File: src/pmc_defines.svh
// Constants for the power mode and loop clock controller
`ifndef PMC_DEFINES_SVH
`define PMC_DEFINES_SVH

// Loop feedback divider, fixed
`define FB_DIV          5'h0A
// Default tolerance on feedback count per oscillator period
`define FB_TOL          1

// Timing base and oscillator loss window
`define CLK_PERIOD_NS   25
`define OSC_LOSS_NS     500
`define OSC_LOSS_CYC    ((`OSC_LOSS_NS + `CLK_PERIOD_NS - 1) / `CLK_PERIOD_NS)

// Output divider select codes
`define KSEL_2          3'h0
`define KSEL_16         3'h1
`define KSEL_4          3'h2
`define KSEL_5          3'h3
`define KSEL_6          3'h4
`define KSEL_8          3'h5
`define KSEL_9          3'h6
`define KSEL_10         3'h7

// Reset values
`define NMI_IDLE_LEVEL  1'b1

`endif

File: src/pmc_pkg.sv
// Types shared by the power mode and loop clock controller
package pmc_pkg;

  // Power sequencer states, one-hot
  typedef enum logic [9:0] {
    PM_RUN         = 10'h001,
    PM_IDLE        = 10'h002,
    PM_SHUT_PERIPH = 10'h004,
    PM_SHUT_CPU    = 10'h008,
    PM_SLEEP       = 10'h010,
    PM_SHUT_SYS    = 10'h020,
    PM_DEEP        = 10'h040,
    PM_WAKE_SYS    = 10'h080,
    PM_WAKE_CPU    = 10'h100,
    PM_WAKE_PERIPH = 10'h200
  } pm_state_type;

endpackage

File: src/power_mode_and_pll_clock_control.sv
// Power mode sequencer, output divider and clock fail-safe logic
`timescale 1ns/10ps
`default_nettype none
`include "pmc_defines.svh"

module power_mode_and_pll_clock_control #(
  parameter int NUM_PERIPH = 8,
  parameter int FB_TOL     = `FB_TOL
) (
  // Clock and reset
  input  wire logic                    clk_sys_i,
  input  wire logic                    rst_i,
  // Software requests and configuration
  input  wire logic                    idle_req_i,
  input  wire logic                    sleep_req_i,
  input  wire logic                    deep_sleep_req_i,
  input  wire logic [NUM_PERIPH-1:0]   periph_enable_i,
  input  wire logic [NUM_PERIPH-1:0]   periph_sleep_enable_i,
  input  wire logic [2:0]              output_divide_select_i,
  input  wire logic                    fail_clear_i,
  // Wake sources
  input  wire logic                    irq_enabled_i,
  input  wire logic [NUM_PERIPH-1:0]   periph_irq_i,
  input  wire logic                    wdt_event_i,
  input  wire logic                    nmi_n_i,
  input  wire logic                    ext_wake_i,
  // Oscillator and loop
  input  wire logic                    osc_ref_i,
  input  wire logic                    vco_tick_i,
  input  wire logic                    pll_lock_i,
  // Clock gates and mode
  output logic                         cpu_clk_en_o,
  output logic                         sys_clk_en_o,
  output logic [NUM_PERIPH-1:0]        periph_clk_en_o,
  output pmc_pkg::pm_state_type        power_mode_o,
  // Derived system clock
  output logic                         sys_tick_o,
  output logic                         sys_clk_level_o,
  output logic [4:0]                   div_factor_o,
  // Fail-safe status
  output logic                         osc_loss_o,
  output logic                         osc_deviation_o,
  output logic                         emergency_o
);
  import pmc_pkg::*;

  // ****************************************************
  // Functions
  // ****************************************************

  // Output divider select to factor K
  function automatic logic [4:0] k_decode(input logic [2:0] sel);
    logic [4:0] k;
    k = 5'h02;
    case (sel)
      `KSEL_2:  k = 5'h02;
      `KSEL_16: k = 5'h10;
      `KSEL_4:  k = 5'h04;
      `KSEL_5:  k = 5'h05;
      `KSEL_6:  k = 5'h06;
      `KSEL_8:  k = 5'h08;
      `KSEL_9:  k = 5'h09;
      `KSEL_10: k = 5'h0A;
      default:  k = 5'h02;
    endcase
    return k;
  endfunction

  // Processor clock runs in these states only
  function automatic logic cpu_on(input pm_state_type s);
    return (s == PM_RUN) || (s == PM_SHUT_PERIPH) || (s == PM_WAKE_CPU) || (s == PM_WAKE_PERIPH);
  endfunction

  // System clock is cut only around Deep Sleep
  function automatic logic sys_on(input pm_state_type s);
    return !((s == PM_SHUT_SYS) || (s == PM_DEEP));
  endfunction

  // Full peripheral set allowed in these states
  function automatic logic full_on(input pm_state_type s);
    return (s == PM_RUN) || (s == PM_IDLE) || (s == PM_WAKE_PERIPH);
  endfunction

  // ****************************************************
  // Power mode sequencer
  // ****************************************************

  pm_state_type          state;
  pm_state_type          next_state;
  logic                  deep_target;
  logic                  next_deep_target;
  logic                  nmi_prev;
  logic                  nmi_fall;
  logic                  wake_idle;
  logic                  wake_sleep;
  logic                  next_cpu_clk_en;
  logic                  next_sys_clk_en;
  logic [NUM_PERIPH-1:0] next_periph_clk_en;

  // Wake conditions; reset itself returns to Run asynchronously
  assign nmi_fall   = nmi_prev && !nmi_n_i;
  assign wake_idle  = irq_enabled_i || wdt_event_i || nmi_fall;
  assign wake_sleep = (|(periph_irq_i & periph_clk_en_o)) || wdt_event_i || nmi_fall;

  // Next state and gate values; wake events during shutdown steps wait for the target
  always_comb begin
    next_state       = state;
    next_deep_target = deep_target;
    case (state)
      PM_RUN: begin
        if (deep_sleep_req_i || sleep_req_i) begin
          next_state       = PM_SHUT_PERIPH;
          next_deep_target = deep_sleep_req_i;
        end else if (idle_req_i) begin
          next_state = PM_IDLE;
        end
      end
      PM_IDLE: begin
        if (wake_idle) begin
          next_state = PM_RUN;
        end
      end
      PM_SHUT_PERIPH: next_state = PM_SHUT_CPU;
      PM_SHUT_CPU:    next_state = deep_target ? PM_SHUT_SYS : PM_SLEEP;
      PM_SLEEP: begin
        if (wake_sleep) begin
          next_state = PM_WAKE_CPU;
        end
      end
      PM_SHUT_SYS:    next_state = PM_DEEP;
      PM_DEEP: begin
        if (ext_wake_i) begin
          next_state = PM_WAKE_SYS;
        end
      end
      PM_WAKE_SYS:    next_state = PM_WAKE_CPU;
      PM_WAKE_CPU:    next_state = PM_WAKE_PERIPH;
      PM_WAKE_PERIPH: next_state = PM_RUN;
      default:        next_state = PM_RUN;
    endcase
    next_cpu_clk_en    = cpu_on(next_state);
    next_sys_clk_en    = sys_on(next_state);
    // Sleep keeps only configured units; Deep Sleep cuts all
    next_periph_clk_en = periph_enable_i
                       & (full_on(next_state) ? {NUM_PERIPH{1'b1}} : periph_sleep_enable_i)
                       & {NUM_PERIPH{sys_on(next_state)}};
  end

  // Gates are registered from the next state so they match power_mode_o
  always_ff @(posedge clk_sys_i or posedge rst_i) begin
    if (rst_i) begin
      state           <= PM_RUN;
      deep_target     <= 1'b0;
      nmi_prev        <= `NMI_IDLE_LEVEL;
      cpu_clk_en_o    <= 1'b1;
      sys_clk_en_o    <= 1'b1;
      periph_clk_en_o <= '0;
    end else begin
      state           <= next_state;
      deep_target     <= next_deep_target;
      nmi_prev        <= nmi_n_i;
      cpu_clk_en_o    <= next_cpu_clk_en;
      sys_clk_en_o    <= next_sys_clk_en;
      periph_clk_en_o <= next_periph_clk_en;
    end
  end

  assign power_mode_o = state;

  // ****************************************************
  // Output divider
  // ****************************************************

  logic [4:0] div_cnt;
  logic [4:0] next_div_cnt;
  logic [4:0] k_sel;
  logic       osc_prev;
  logic       osc_rise;
  logic       next_sys_tick;
  logic       next_sys_level;

  assign k_sel    = k_decode(output_divide_select_i);
  assign osc_rise = osc_ref_i && !osc_prev;

  // Count loop ticks modulo K; high for floor(K/2) gives 40/44 percent on odd K
  always_comb begin
    next_div_cnt = div_cnt;
    if (vco_tick_i) begin
      next_div_cnt = (div_cnt >= k_sel - 5'h01) ? 5'h00 : div_cnt + 5'h01;
    end else if (div_cnt >= k_sel) begin
      next_div_cnt = 5'h00;
    end
    // Under emergency the oscillator drives the system clock directly
    if (emergency_o) begin
      next_sys_tick  = osc_rise;
      next_sys_level = osc_ref_i;
    end else begin
      next_sys_tick  = vco_tick_i && (div_cnt == k_sel - 5'h01);
      next_sys_level = next_div_cnt < (k_sel >> 1);
    end
    next_sys_tick  = next_sys_tick && next_sys_clk_en;
    next_sys_level = next_sys_level && next_sys_clk_en;
  end

  always_ff @(posedge clk_sys_i or posedge rst_i) begin
    if (rst_i) begin
      div_cnt         <= 5'h00;
      sys_tick_o      <= 1'b0;
      sys_clk_level_o <= 1'b0;
      div_factor_o    <= 5'h02;
    end else begin
      div_cnt         <= next_div_cnt;
      sys_tick_o      <= next_sys_tick;
      sys_clk_level_o <= next_sys_level;
      div_factor_o    <= k_sel;
    end
  end

  // ****************************************************
  // Fail-safe monitor
  // ****************************************************

  localparam logic [7:0] LOSS_CYC = 8'(`OSC_LOSS_CYC);
  localparam logic [4:0] FB_LO    = 5'(`FB_DIV - FB_TOL);
  localparam logic [4:0] FB_HI    = 5'(`FB_DIV + FB_TOL);

  logic [4:0] fb_cnt;
  logic [4:0] next_fb_cnt;
  logic [7:0] gap_cnt;
  logic [7:0] next_gap_cnt;
  logic       edge_seen;
  logic       next_edge_seen;
  logic       lock_prev;
  logic       dev_event;
  logic       loss_event;
  logic       next_osc_loss;
  logic       next_osc_dev;
  logic       next_emergency;

  // Only a full period is judged, so the first edge after reset is skipped
  assign dev_event  = osc_rise && edge_seen && ((fb_cnt < FB_LO) || (fb_cnt > FB_HI));
  assign loss_event = (gap_cnt == LOSS_CYC - 8'h01) && !osc_rise;

  // Set wins over software clear for every fault flag
  always_comb begin
    next_edge_seen = edge_seen || osc_rise;
    if (osc_rise) begin
      next_fb_cnt  = vco_tick_i ? 5'h01 : 5'h00;
      next_gap_cnt = 8'h00;
    end else begin
      next_fb_cnt  = (vco_tick_i && fb_cnt != 5'h1F) ? fb_cnt + 5'h01 : fb_cnt;
      next_gap_cnt = (gap_cnt != LOSS_CYC) ? gap_cnt + 8'h01 : gap_cnt;
    end
    next_osc_loss  = loss_event || (osc_loss_o && !fail_clear_i);
    next_osc_dev   = dev_event || (osc_deviation_o && !fail_clear_i);
    next_emergency = (lock_prev && !pll_lock_i) || loss_event || (emergency_o && !fail_clear_i);
  end

  always_ff @(posedge clk_sys_i or posedge rst_i) begin
    if (rst_i) begin
      fb_cnt          <= 5'h00;
      gap_cnt         <= 8'h00;
      edge_seen       <= 1'b0;
      osc_prev        <= 1'b0;
      lock_prev       <= 1'b0;
      osc_loss_o      <= 1'b0;
      osc_deviation_o <= 1'b0;
      emergency_o     <= 1'b0;
    end else begin
      fb_cnt          <= next_fb_cnt;
      gap_cnt         <= next_gap_cnt;
      edge_seen       <= next_edge_seen;
      osc_prev        <= osc_ref_i;
      lock_prev       <= pll_lock_i;
      osc_loss_o      <= next_osc_loss;
      osc_deviation_o <= next_osc_dev;
      emergency_o     <= next_emergency;
    end
  end
endmodule
`default_nettype wire

File: config.mk
export PLATFORM = sky130hd
export DESIGN_NAME = power_mode_and_pll_clock_control
export DESIGN_NICKNAME = d
export VERILOG_FILES = /design/src/pmc_pkg.sv /design/src/power_mode_and_pll_clock_control.sv
export VERILOG_INCLUDE_DIRS = /design/src /design/src/src
export SDC_FILE = /design/constraint.sdc
export NUM_CORES = 1
export LEC_CHECK = 0
export ABC_CLOCK_PERIOD_IN_PS = 2500
export BUFFER_PORTS_ARGS = -buffer_cell sky130_fd_sc_hd__buf_4
export CAP_MARGIN = 15
export CORE_ASPECT_RATIO = 1.5
export CORE_MARGIN = 1
export CORE_UTILIZATION = 49
export CTS_CLUSTER_DIAMETER = 40
export DETAILED_ROUTE_END_ITERATION = 16
export MAX_ROUTING_LAYER = met4
export PLACE_DENSITY = 0.77
export SLEW_MARGIN = 15
export SYNTH_ARGS = -nofsm -noshare
export SYNTH_HDL_FRONTEND = slang
export SYNTH_SLANG_ARGS = --single-unit
File: constraint.sdc
create_clock -name clk_sys_i -period 2.5 [get_ports clk_sys_i]
set_input_delay 0.5 -clock clk_sys_i [delete_from_list [all_inputs] [get_ports clk_sys_i]]
set_output_delay 0.5 -clock clk_sys_i [all_outputs]
set_load 0.05 [all_outputs]
==> results of run 1 <==
-- final timing paths --
check	startpoint	endpoint	slack (ns)
worst min-delay path	rst_i	div_factor_o[3]$_DFF_PP0_	0.29
worst max register to register	div_cnt[2]$_DFF_PP0_	sys_clk_level_o$_DFF_PP0_	-0.16
max in group asynchronous	rst_i	div_factor_o[1]$_DFF_PP1_	1.58
worst min register to register	edge_seen$_DFF_PP0_	edge_seen$_DFF_PP0_	0.48
worst max-delay path	output_divide_select_i[0]	sys_clk_level_o$_DFF_PP0_	-0.76
min in group clk_sys_i	nmi_n_i	nmi_prev$_DFF_PP1_	0.30
-- state kept, by name (all words and copies together), names as in the netlist --
register         cells
power_mode_o        10
gap_cnt              8
periph_clk_en_o      8
div_cnt              5
div_factor_o         5
fb_cnt               5
cpu_clk_en_o         1
deep_target          1
edge_seen            1
emergency_o          1
lock_prev            1
nmi_prev             1
osc_deviation_o      1
osc_loss_o           1
osc_prev             1
sys_clk_en_o         1
sys_clk_level_o      1
sys_tick_o           1
-- metrics by stage --
stage / area [µm²] / worst slack, ns / instances / setup TNS [ns]
global placement: 3914 / -1.007 / 476 / -1.888
global route: 4199 / -0.9062 / 492 / -1.251
floorplan: 3035 / -0.7994 / 302 / -0.9639
CTS: 4064 / -0.7041 / 488 / -0.7041
finish: 4199 / -0.7551 / 492 / -0.9680
detailed placement: 3914 / -1.189 / 476 / -2.559
-- cell usage after synthesis, types with 2 or more instances --
master | count | area, µm²
a211oi_1 | 4 | 30.03
clkbuf_1 | 5 | 18.77
and4_1 | 2 | 17.52
nand2b_1 | 9 | 56.30
a22oi_1 | 4 | 30.03
nor2b_1 | 8 | 50.05
inv_1 | 19 | 71.32
a21boi_0 | 2 | 15.01
or4b_1 | 2 | 20.02
and3_1 | 5 | 31.28
o21ai_0 | 10 | 50.05
or3b_2 | 2 | 17.52
nand3_1 | 13 | 65.06
o211ai_1 | 3 | 22.52
nand3b_1 | 2 | 15.01
xnor2_1 | 7 | 61.31
a31oi_1 | 11 | 68.82
a21oi_1 | 9 | 45.04
dfrtp_1 | 48 | 1201
nor2_1 | 29 | 108.9
and2_1 | 3 | 18.77
a21o_1 | 3 | 22.52
nor4_1 | 6 | 37.54
nor3_1 | 2 | 10.01
ha_1 | 24 | 300.3
dfstp_2 | 5 | 131.4
nor3b_1 | 3 | 22.52
nand2_1 | 27 | 101.4
nand4_1 | 4 | 25.02
xor2_1 | 9 | 78.83
mux2i_1 | 4 | 40.04
-- cell families (layout without fill, tap and decap cells) --
group / count (synthesis) / in the layout / synth area share [%]
adders and majority gates: 24 / 24 / 10.17
buffers and inverters: 25 / 143 / 3.222
muxes: 4 / 4 / 1.357
and+or+nand+nor: 123 / 123 / 22.00
xor gates and xnor gates: 16 / 16 / 4.748
DFF: 53 / 53 / 45.15
AOI/OAI and AO/OA: 57 / 57 / 13.35
-- worst max-delay path, stage by stage --
cell and delay (ns):
buf_8 0.11, ha_1 0.22, mux2i_4 0.22, ha_4 0.20, nand2_2 0.07, xnor2_1 0.15
nand2b_1 0.12, ha_4 0.30, and4_4 0.24, a21oi_4 0.07, nand2_2 0.11, o21ai_2 0.06
a21o_1 0.20, ha_4 0.29, a21oi_2 0.06, nand3b_1 0.13, nor2_1 0.06, a211oi_1 0.24
o21ai_1 0.08
-- layout make-up --
cell class / count / area [µm²]
clock buffer: 7 / 86.33
clock inverter: 1 / 7.507
fill: 430 / 1587
inverter: 19 / 91.34
multi-input combinational: 224 / 1684
sequential: 53 / 1338
tap: 72 / 90.09
timing repair buffer: 116 / 902.1
-- per-layer routing --
metal	vias up	wire, µm
met4	0	449
met1	1333	2847
met3	34	240
met2	86	4542
li1	1305	-
met5	-	0
-- where the power goes --
group	total, mW	switching, mW	internal (mW)	leakage (nW)
clock network	0.500	0.274	0.226	0.0445
registers	1.22	0.169	1.05	0.664
logic	1.92	1.08	0.841	1.37
-- repair_timing --
action,in CTS,in global routing
endpoints found under the setup margin,3,5
cloned,0,0
pin swaps,14,7
gates resized for setup,10,20
setup buffers,4,4
==> run summary, run 1 <==
Final nets - 483
IO Pins - 70
leading cell type in the layout, fill and taps excluded - buf_4
Fin Hold WS - 0.2900 ns
Via density - 5.606
clk_skew - 0.006341 ns
vias in the first global route - 2777
GRT Max-Usage Layer - met2
Worst-Skew Late Latency - 0.30 ns
critical path peak fanout - 4
M1 GR Usage - 26.98%
met3 Track Usage GR - 3.638%
R2R depth - 13
count of final setup violators - 3
WS Path Type - primary input to register
total gr overflow - 0
CTS H-tree lvls - 2
Hold Vio Cnt, Final - 0
final wirelength - 8080 µm
detailed-route via count - 2758
Starting DRT DRC Count - 199
Main synth FF type - dfrtp_1
# rows - 34
Cell Area, Synth - 0.002952 mm²
Leak - 2.076 nW
register area share after synthesis - 45.15%
P&R area growth vs syn - 42.26%
layout cell share with drive strength beyond 1 - 39.29%
residual DRC count - 0
Routed WL per cell - 16.42 µm
Post-synth EDFFs - 0
initial antenna violation count - 0
Post-Syn Instances - 302
drt pass-1 iters - 6
Power Density - 867.8 mW/mm²
Port Buffers - 69
share of synthesized flip-flops with an asynchronous set or reset - 100.0%
setup ws final - -0.7551 ns
# diodes - 0
Hold WC Path Type - primary input to asynchronous set/reset pin
most frequent cells in the layout - buf_4, dfrtp_1, nor2_1
minimum clock period - 3.255 ns
warning count from the yosys run - 0
Worst Path Required - 2.68 ns
VDD IR max - 0.4082 mV
FMAX - 307.2 MHz
RSZ-0062 raised after global routing - true
die area - 0.006344 mm²
Starting Density - 51.02%
Final Max Slew Viols - 0
CTS Buf Count - 5
die span in y - 97.06 µm
status - finished, violations left
clock sinks - 53
Die Width - 65.37 µm
failing checks - negative setup slack
Finished Core Util - 72.58%
hpwl dp - 5896 µm
largest net degree at the start of global routing - 32
Unique masters post-synth - 49
final worst path period share - 130.2%
ANT nets after route - 0
Syn Area/Cell - 9.773 µm²
overall power - 3.644 mW
TritonCTS clock tree - built
# hold bufs at CTS - 0
gp weighted congestion - 0.8769
flop and latch count out of synthesis - 53
CTS root buf - clkbuf_8
Worst slew margin - 43.83%
Mapped Nets - 366
WP data arrival - 3.44 ns
met2 usage - 46.71%
Total Routing Usage GR - 26.60%
first-pass GRT wire length - 12650 µm
clk buf depth - 2
core area - 0.005786 mm²
Tightest Pin Transition - 0.8426 ns
clk slew on worst S/H paths - 0.09 ns
max cap viols - 0
CP startpoint kind - primary input
crit end category - register
No activity file was read; power rests on OpenSTA's default activity.
==> run 2, diff against run 1 <==
Settings changed: CORE_ASPECT_RATIO 1.5 to default.
==> run 2 against run 1 <==
  * The run still ends with negative setup slack left
  * Worst setup slack got worse by 0.074 ns
  * Total power rose by 1.4%
  * Final cell count rose by 0.61%
  * Wire length rose by 0.26%
  * Fmax fell by 2.2%
  * Hold slack got worse by 0.061 ns
==> run summary, run 2 (synthesized netlist as in run 1, its figures left out) <==
FMAX - 300.4 MHz (-2.2%)
initial antenna violation count - 0 (unchanged)
# rows - 27 (-21%)
Total Routing Usage GR - 26.38% (-0.21 points)
Fillers - 405 (-5.8%)
worst setup path end - sys_clk_level_o$_DFF_PP0_
Routed WL per cell - 16.37 µm (-0.35%)
failing checks - negative setup slack
ANT nets after route - 0 (unchanged)
Starting Density - 52.32% (+1.3 points)
P&R area growth vs syn - 42.56%
M1 GR Usage - 31.53% (+4.6 points)
largest net degree at the start of global routing - 30 (-6.3%)
die area - 0.006338 mm² (-0.11%)
area of the multi-input gates - 0.001673 mm² (-0.67%)
final worst path period share - 133.2% (+3.0 points)
Largest register FFs - 10 (unchanged)
clk buf depth - 2 (unchanged)
P_sw - 1.574 mW (+3.1%)
Clock power frac - 13.9% (+0.2 points)
worst path cell trace - buf_8, inv_4, ha_4, a21oi_4, inv_2, ha_4, nand2_2, xnor2_2, nand2b_1, ha_1, and4_4, a21oi_4, nand2_2, nor3b_2, a21o_1, ha_4, a21oi_4, nand3b_1, a211oi_2, a211oi_2, o21ai_1
met2 usage - 45.56% (-1.2 points)
GRT Max-Usage Layer - met2
TritonCTS clock tree - built
critical path peak fanout - 3 (-1)
Final Max Slew Viols - 0 (unchanged)
max cap viols - 0 (unchanged)
worst reg-to-reg setup slack - -0.26 ns (-0.10 ns)
Final nets - 486 (+0.62%)
die span in y - 79.61 µm (-18%)
Starting DRT DRC Count - 175 (-12%)
WS Path Type - primary input to register
R2R depth - 12 (-1)
first-pass GRT wire length - 12510 µm (-1.1%)
most frequent cells in the layout - buf_4, dfrtp_1, nor2_1
Hold Vio Cnt, Final - 0 (unchanged)
clock sinks - 53 (unchanged)
setup TNS - -0.9279 ns (+0.04011 ns)
hpwl dp - 5719 µm (-3.0%)
Worst slew margin - 62.40% (+19 points)
Worst Path Required - 2.73 ns (+0.05 ns)
clk slew on worst S/H paths - 0.10 ns (about the same)
status - finished, violations left
Port Buffers - 69 (unchanged)
count of final setup violators - 2 (-1)
CP startpoint kind - primary input
detailed-route via count - 2780 (+0.80%)
# diodes - 0 (unchanged)
FF/Latch Area - 0.001338 mm² (unchanged)
sequential fraction of design power - 33.0% (-0.5 points)
final wirelength - 8101 µm (+0.26%)
setup ws final - -0.8290 ns (-0.07393 ns)
clk_skew - 0.009652 ns (+0.003310 ns)
total gr overflow - 0 (unchanged)
max incr delay on CP - 0.30 ns (about the same)
Via density - 5.616 (+0.19%)
met3 Track Usage GR - 3.771% (+0.13 points)
drt pass-1 iters - 4 (-2)
combinational power share - 53.2% (+0.4 points)
WP data arrival - 3.56 ns (+0.12 ns)
Hold WC Path Type - primary input to asynchronous set/reset pin
residual DRC count - 0 (unchanged)
post-route cell area - 0.004208 mm² (+0.21%)
vias in the first global route - 2762 (-0.54%)
gp weighted congestion - 0.8349 (-4.8%)
Leak - 2.092 nW (+0.75%)
CP startpoint - output_divide_select_i[0]
RSZ-0062 raised after global routing - true
reg-to-reg endpoint - sys_clk_level_o$_DFF_PP0_
CTS Buf Count - 5 (unchanged)
internal power - 2.123 mW (+0.23%)
layout cell share with drive strength beyond 1 - 39.48% (+0.19 points)
Tightest Pin Transition - 0.5631 ns (-0.2794 ns)
minimum clock period - 3.329 ns (+0.07393 ns)
Power Density - 878.5 mW/mm² (+1.2%)
Die Width - 79.61 µm (+22%)
dpl cell area - 0.003921 mm² (+0.19%)
Worst-Skew Late Latency - 0.31 ns (about the same)
CTS root buf - clkbuf_8
core area - 0.005642 mm² (-2.5%)
CTS H-tree lvls - 2 (unchanged)
CP max-delay cell - ha_1
leading cell type in the layout, fill and taps excluded - buf_4
# hold bufs at CTS - 0 (unchanged)
VDD IR max - 0.5301 mV (+30%)
FF-to-FF Start - div_cnt[2]$_DFF_PP0_
Switching Share - 42.57% (+0.69 points)
crit end category - register
IO Pins - 70 (unchanged)
run 2: final cells by class:
cell class                 instances  share of cell area (%)
multi-input combinational        224                   39.76
sequential                        53                   31.79
timing repair buffer             119                   22.00
tap                               72                   2.141
inverter                          19                   2.052
clock buffer                       5                   1.635
clock inverter                     3                  0.6244
run 2: what timing repair did:
action,in CTS,in global routing
hold endpoints to repair,0,0
setup endpoints to repair,3,5
resized for setup,13,13
setup buffers,5,5
pin swaps,14,6
run 2: power by group through the flow:
stage,Clock [mW],Combinational [mW],Sequential [mW]
2_1_floorplan,0,0.747,1.57
3_3_place_gp,0,1.72,1.23
3_5_place_dp,0,1.77,1.23
4_1_cts,0.526,1.82,1.21
5_1_grt,0.558,2.11,1.25
6_report,0.514,1.96,1.22
run 2: worst min-delay path by stage:
stage                                    from                            to  slack [ns]  cells after the start
final                                   rst_i  periph_clk_en_o[0]$_DFF_PP0_        0.23                      2
after global routing                    rst_i  periph_clk_en_o[0]$_DFF_PP0_        0.28                      2
after CTS                               rst_i  periph_clk_en_o[0]$_DFF_PP0_        0.25                      2
after detailed placement  edge_seen$_DFF_PP0_           edge_seen$_DFF_PP0_        0.46                      1
after global placement    edge_seen$_DFF_PP0_           edge_seen$_DFF_PP0_        0.45                      1
after floorplan           edge_seen$_DFF_PP0_           edge_seen$_DFF_PP0_        0.43                      1
run 2: metrics by stage:
step	worst slack [ns]	hold WS [ns]	util (%)	power, mW	std cells
after floorplan	-0.7994	0.4343	-	2.322	302
after global placement	-0.9842	0.4511	69.51	2.941	477
after detailed placement	-1.200	0.4649	69.51	2.999	477
after CTS	-0.6969	0.2461	72.68	3.557	490
after global routing	-0.9488	0.2782	74.58	3.916	495
final	-0.8290	0.2293	74.58	3.696	495
run 2: layer usage:
metal  share of wire, %  wire length [µm]
met1                 41              3333
met2                 50              4068
met3                6.2               502
met4                2.4               197
met5                  0                 0
run 2: worst max-delay path: cells and delay by family:
kind	cells	cell delay (ns)
XOR/XNOR	1	0.11
AO/OA/AOI/OAI	7	1.05
AND/OR/NAND/NOR	6	0.75
buffers and inverters	3	0.25
adder cells (fa/ha/maj)	4	0.90
==> run 3, diff against run 2 <==
Settings changed: BUFFER_PORTS_ARGS -buffer_cell sky130_fd_sc_hd__buf_4 to default, CORE_UTILIZATION 49 to 30, DONT_BUFFER_PORTS from default to 1, PLACE_DENSITY 0.77 to default.
==> run 3 against run 2 <==
  * The flow still finishes with violations (negative setup slack)
  * Via count fell by 13%
  * First-iteration DRC count fell by 53%
  * Combinational power fell by 17%
  * Worst setup slack improved by 0.20 ns
  * Clock power rose by 15%
  * Sequential share of layout area rose by 3.1 points
  * Critical endpoint unchanged
==> run summary, run 3 (synthesized netlist as in run 1, its figures left out) <==
status - finished, violations left
failing checks - negative setup slack
crit end category - register
critical path peak fanout - 4 (+1)
setup TNS - -0.6307 ns (+0.2972 ns)
most frequent cells in the layout - buf_4, dfrtp_1, nor2_1
CTS root buf - clkbuf_8
final wirelength - 7249 µm (-11%)
overall power - 3.569 mW (-3.5%)
CP startpoint kind - primary input
IO Pins - 70 (unchanged)
Starting DRT DRC Count - 83 (-53%)
drt pass-1 iters - 4 (unchanged)
leading cell type in the layout, fill and taps excluded - buf_4
layout cell share with drive strength beyond 1 - 29.01% (-10 points)
RSZ-0062 raised after global routing - true
initial antenna violation count - 0 (unchanged)
ANT nets after route - 0 (unchanged)
VDD IR max - 0.3933 mV (-26%)
WS Path Type - primary input to register
max cap viols - 0 (unchanged)
residual DRC count - 0 (unchanged)
hpwl dp - 5406 µm (-5.5%)
core area - 0.009371 mm² (+66%)
Tightest Pin Transition - 0.4962 ns (-0.06695 ns)
Leak - 1.799 nW (-14%)
die span in y - 101.2 µm (+27%)
count of final setup violators - 1 (-1)
clk buf depth - 2 (unchanged)
P&R area growth vs syn - 29.84%
WP data arrival - 3.37 ns (-0.19 ns)
# diodes - 0 (unchanged)
Hold Vio Cnt, Final - 0 (unchanged)
largest net degree at the start of global routing - 54 (+80%)
Power Density - 931.2 mW/mm² (+6.0%)
first-pass GRT wire length - 11610 µm (-7.2%)
M1 wire length - 3065 µm (-8.0%)
Via density - 4.933 (-12%)
Die Width - 101.2 µm (+27%)
Routed WL per cell - 14.76 µm (-9.8%)
Total Routing Usage GR - 14.98% (-11 points)
gp weighted congestion - 0.8485 (+1.6%)
met3 wire length - 381 µm (-24%)
CTS H-tree lvls - 2 (unchanged)
minimum clock period - 3.131 ns (-0.1983 ns)
FMAX - 319.4 MHz (+6.3%)
Final Max Slew Viols - 0 (unchanged)
TritonCTS clock tree - built
final worst path period share - 125.2% (-7.9 points)
Hold WC Path Type - primary input to asynchronous set/reset pin
Final nets - 425 (-13%)
DR WL met2 - 3598 µm (-12%)
die area - 0.01024 mm² (+62%)
total gr overflow - 0 (unchanged)
dpl ws - -1.049 ns (+0.1507 ns)
Worst Path Required - 2.74 ns (about the same)
Starting Density - 31.50% (-21 points)
Port Buffers - 0 (-100%)
vias in the first global route - 2467 (-11%)
detailed-route via count - 2422 (-13%)
CTS Buf Count - 5 (unchanged)
clk slew on worst S/H paths - 0.10 ns (about the same)
Worst slew margin - 66.64% (+4.2 points)
uppermost routed layer - met4
Worst-Skew Late Latency - 0.30 ns (about the same)
setup ws final - -0.6307 ns (+0.1983 ns)
# rows - 35 (+30%)
clk_skew - 0.004056 ns (-0.005595 ns)
clock sinks - 53 (unchanged)
Largest register FFs - 10 (unchanged)
[run 3: worst paths after layout]
| check | cells past startpoint | start | slack, ns | to |
|---|---|---|---|---|
| min reg2reg | 1 | edge_seen$_DFF_PP0_ | 0.48 | edge_seen$_DFF_PP0_ |
| min in group clk_sys_i | 0 | nmi_n_i | 0.18 | nmi_prev$_DFF_PP1_ |
| max in group asynchronous | 2 | rst_i | 2.10 | div_factor_o[1]$_DFF_PP1_ |
| min | 2 | rst_i | 0.11 | osc_loss_o$_DFF_PP0_ |
| max | 20 | output_divide_select_i[1] | -0.63 | sys_clk_level_o$_DFF_PP0_ |
| max reg2reg | 13 | div_cnt[2]$_DFF_PP0_ | -0.16 | sys_clk_level_o$_DFF_PP0_ |
[run 3: per-layer routing]
metal,vias to the layer above,GRT usage [%]
met5,-,-
met4,0,5.240
met3,18,3.865
met2,62,25.38
met1,1150,17.14
li1,1192,-
[run 3: repair_timing]
action | CTS | global route
setup endpoints to repair | 1 | 3
pin swaps | 11 | 10
setup buffers | 5 | 2
gates resized for setup | 8 | 15
hold buffers | 0 | 0
hold endpoints to repair | 0 | 0
[run 3: layout make-up]
class / instances / area, µm²
Inverter: 19 / 88.84
Tap cell: 129 / 161.4
Clock buffer: 6 / 72.57
Timing Repair Buffer: 58 / 447.9
Multi-Input combinational cell: 224 / 1685
Sequential cell: 53 / 1338
Fill cell: 940 / 5539
Clock inverter: 2 / 38.79
[run 3: worst max-delay path: stages]
cell      delay, ns
inv_12         0.02
ha_4           0.23
a21oi_4        0.13
inv_2          0.07
ha_4           0.17
nand2_2        0.06
xnor2_1        0.11
nand2b_1       0.12
ha_4           0.25
and4_4         0.20
a21oi_4        0.17
nand2_2        0.10
nor3b_2        0.18
a21o_1         0.17
ha_4           0.23
a21oi_4        0.11
nand3b_1       0.13
a211oi_2       0.24
a211oi_2       0.07
o21ai_1        0.12
[run 3: per-stage QoR]
step	std cells	hold slack [ns]	instance area, µm²	util (%)
final	491	0.1109	3832	40.89
after CTS	489	0.1211	3726	39.76
after floorplan	302	0.4343	3035	-
after detailed placement	476	0.4552	3557	37.96
after global routing	491	0.1174	3832	40.89
after global placement	476	0.4507	3557	37.96
[run 3: power by group]
part | total [mW] | switching [mW] | internal, mW
Combinational | 1.62 | 0.876 | 0.739
Clock | 0.590 | 0.289 | 0.301
Sequential | 1.36 | 0.312 | 1.05
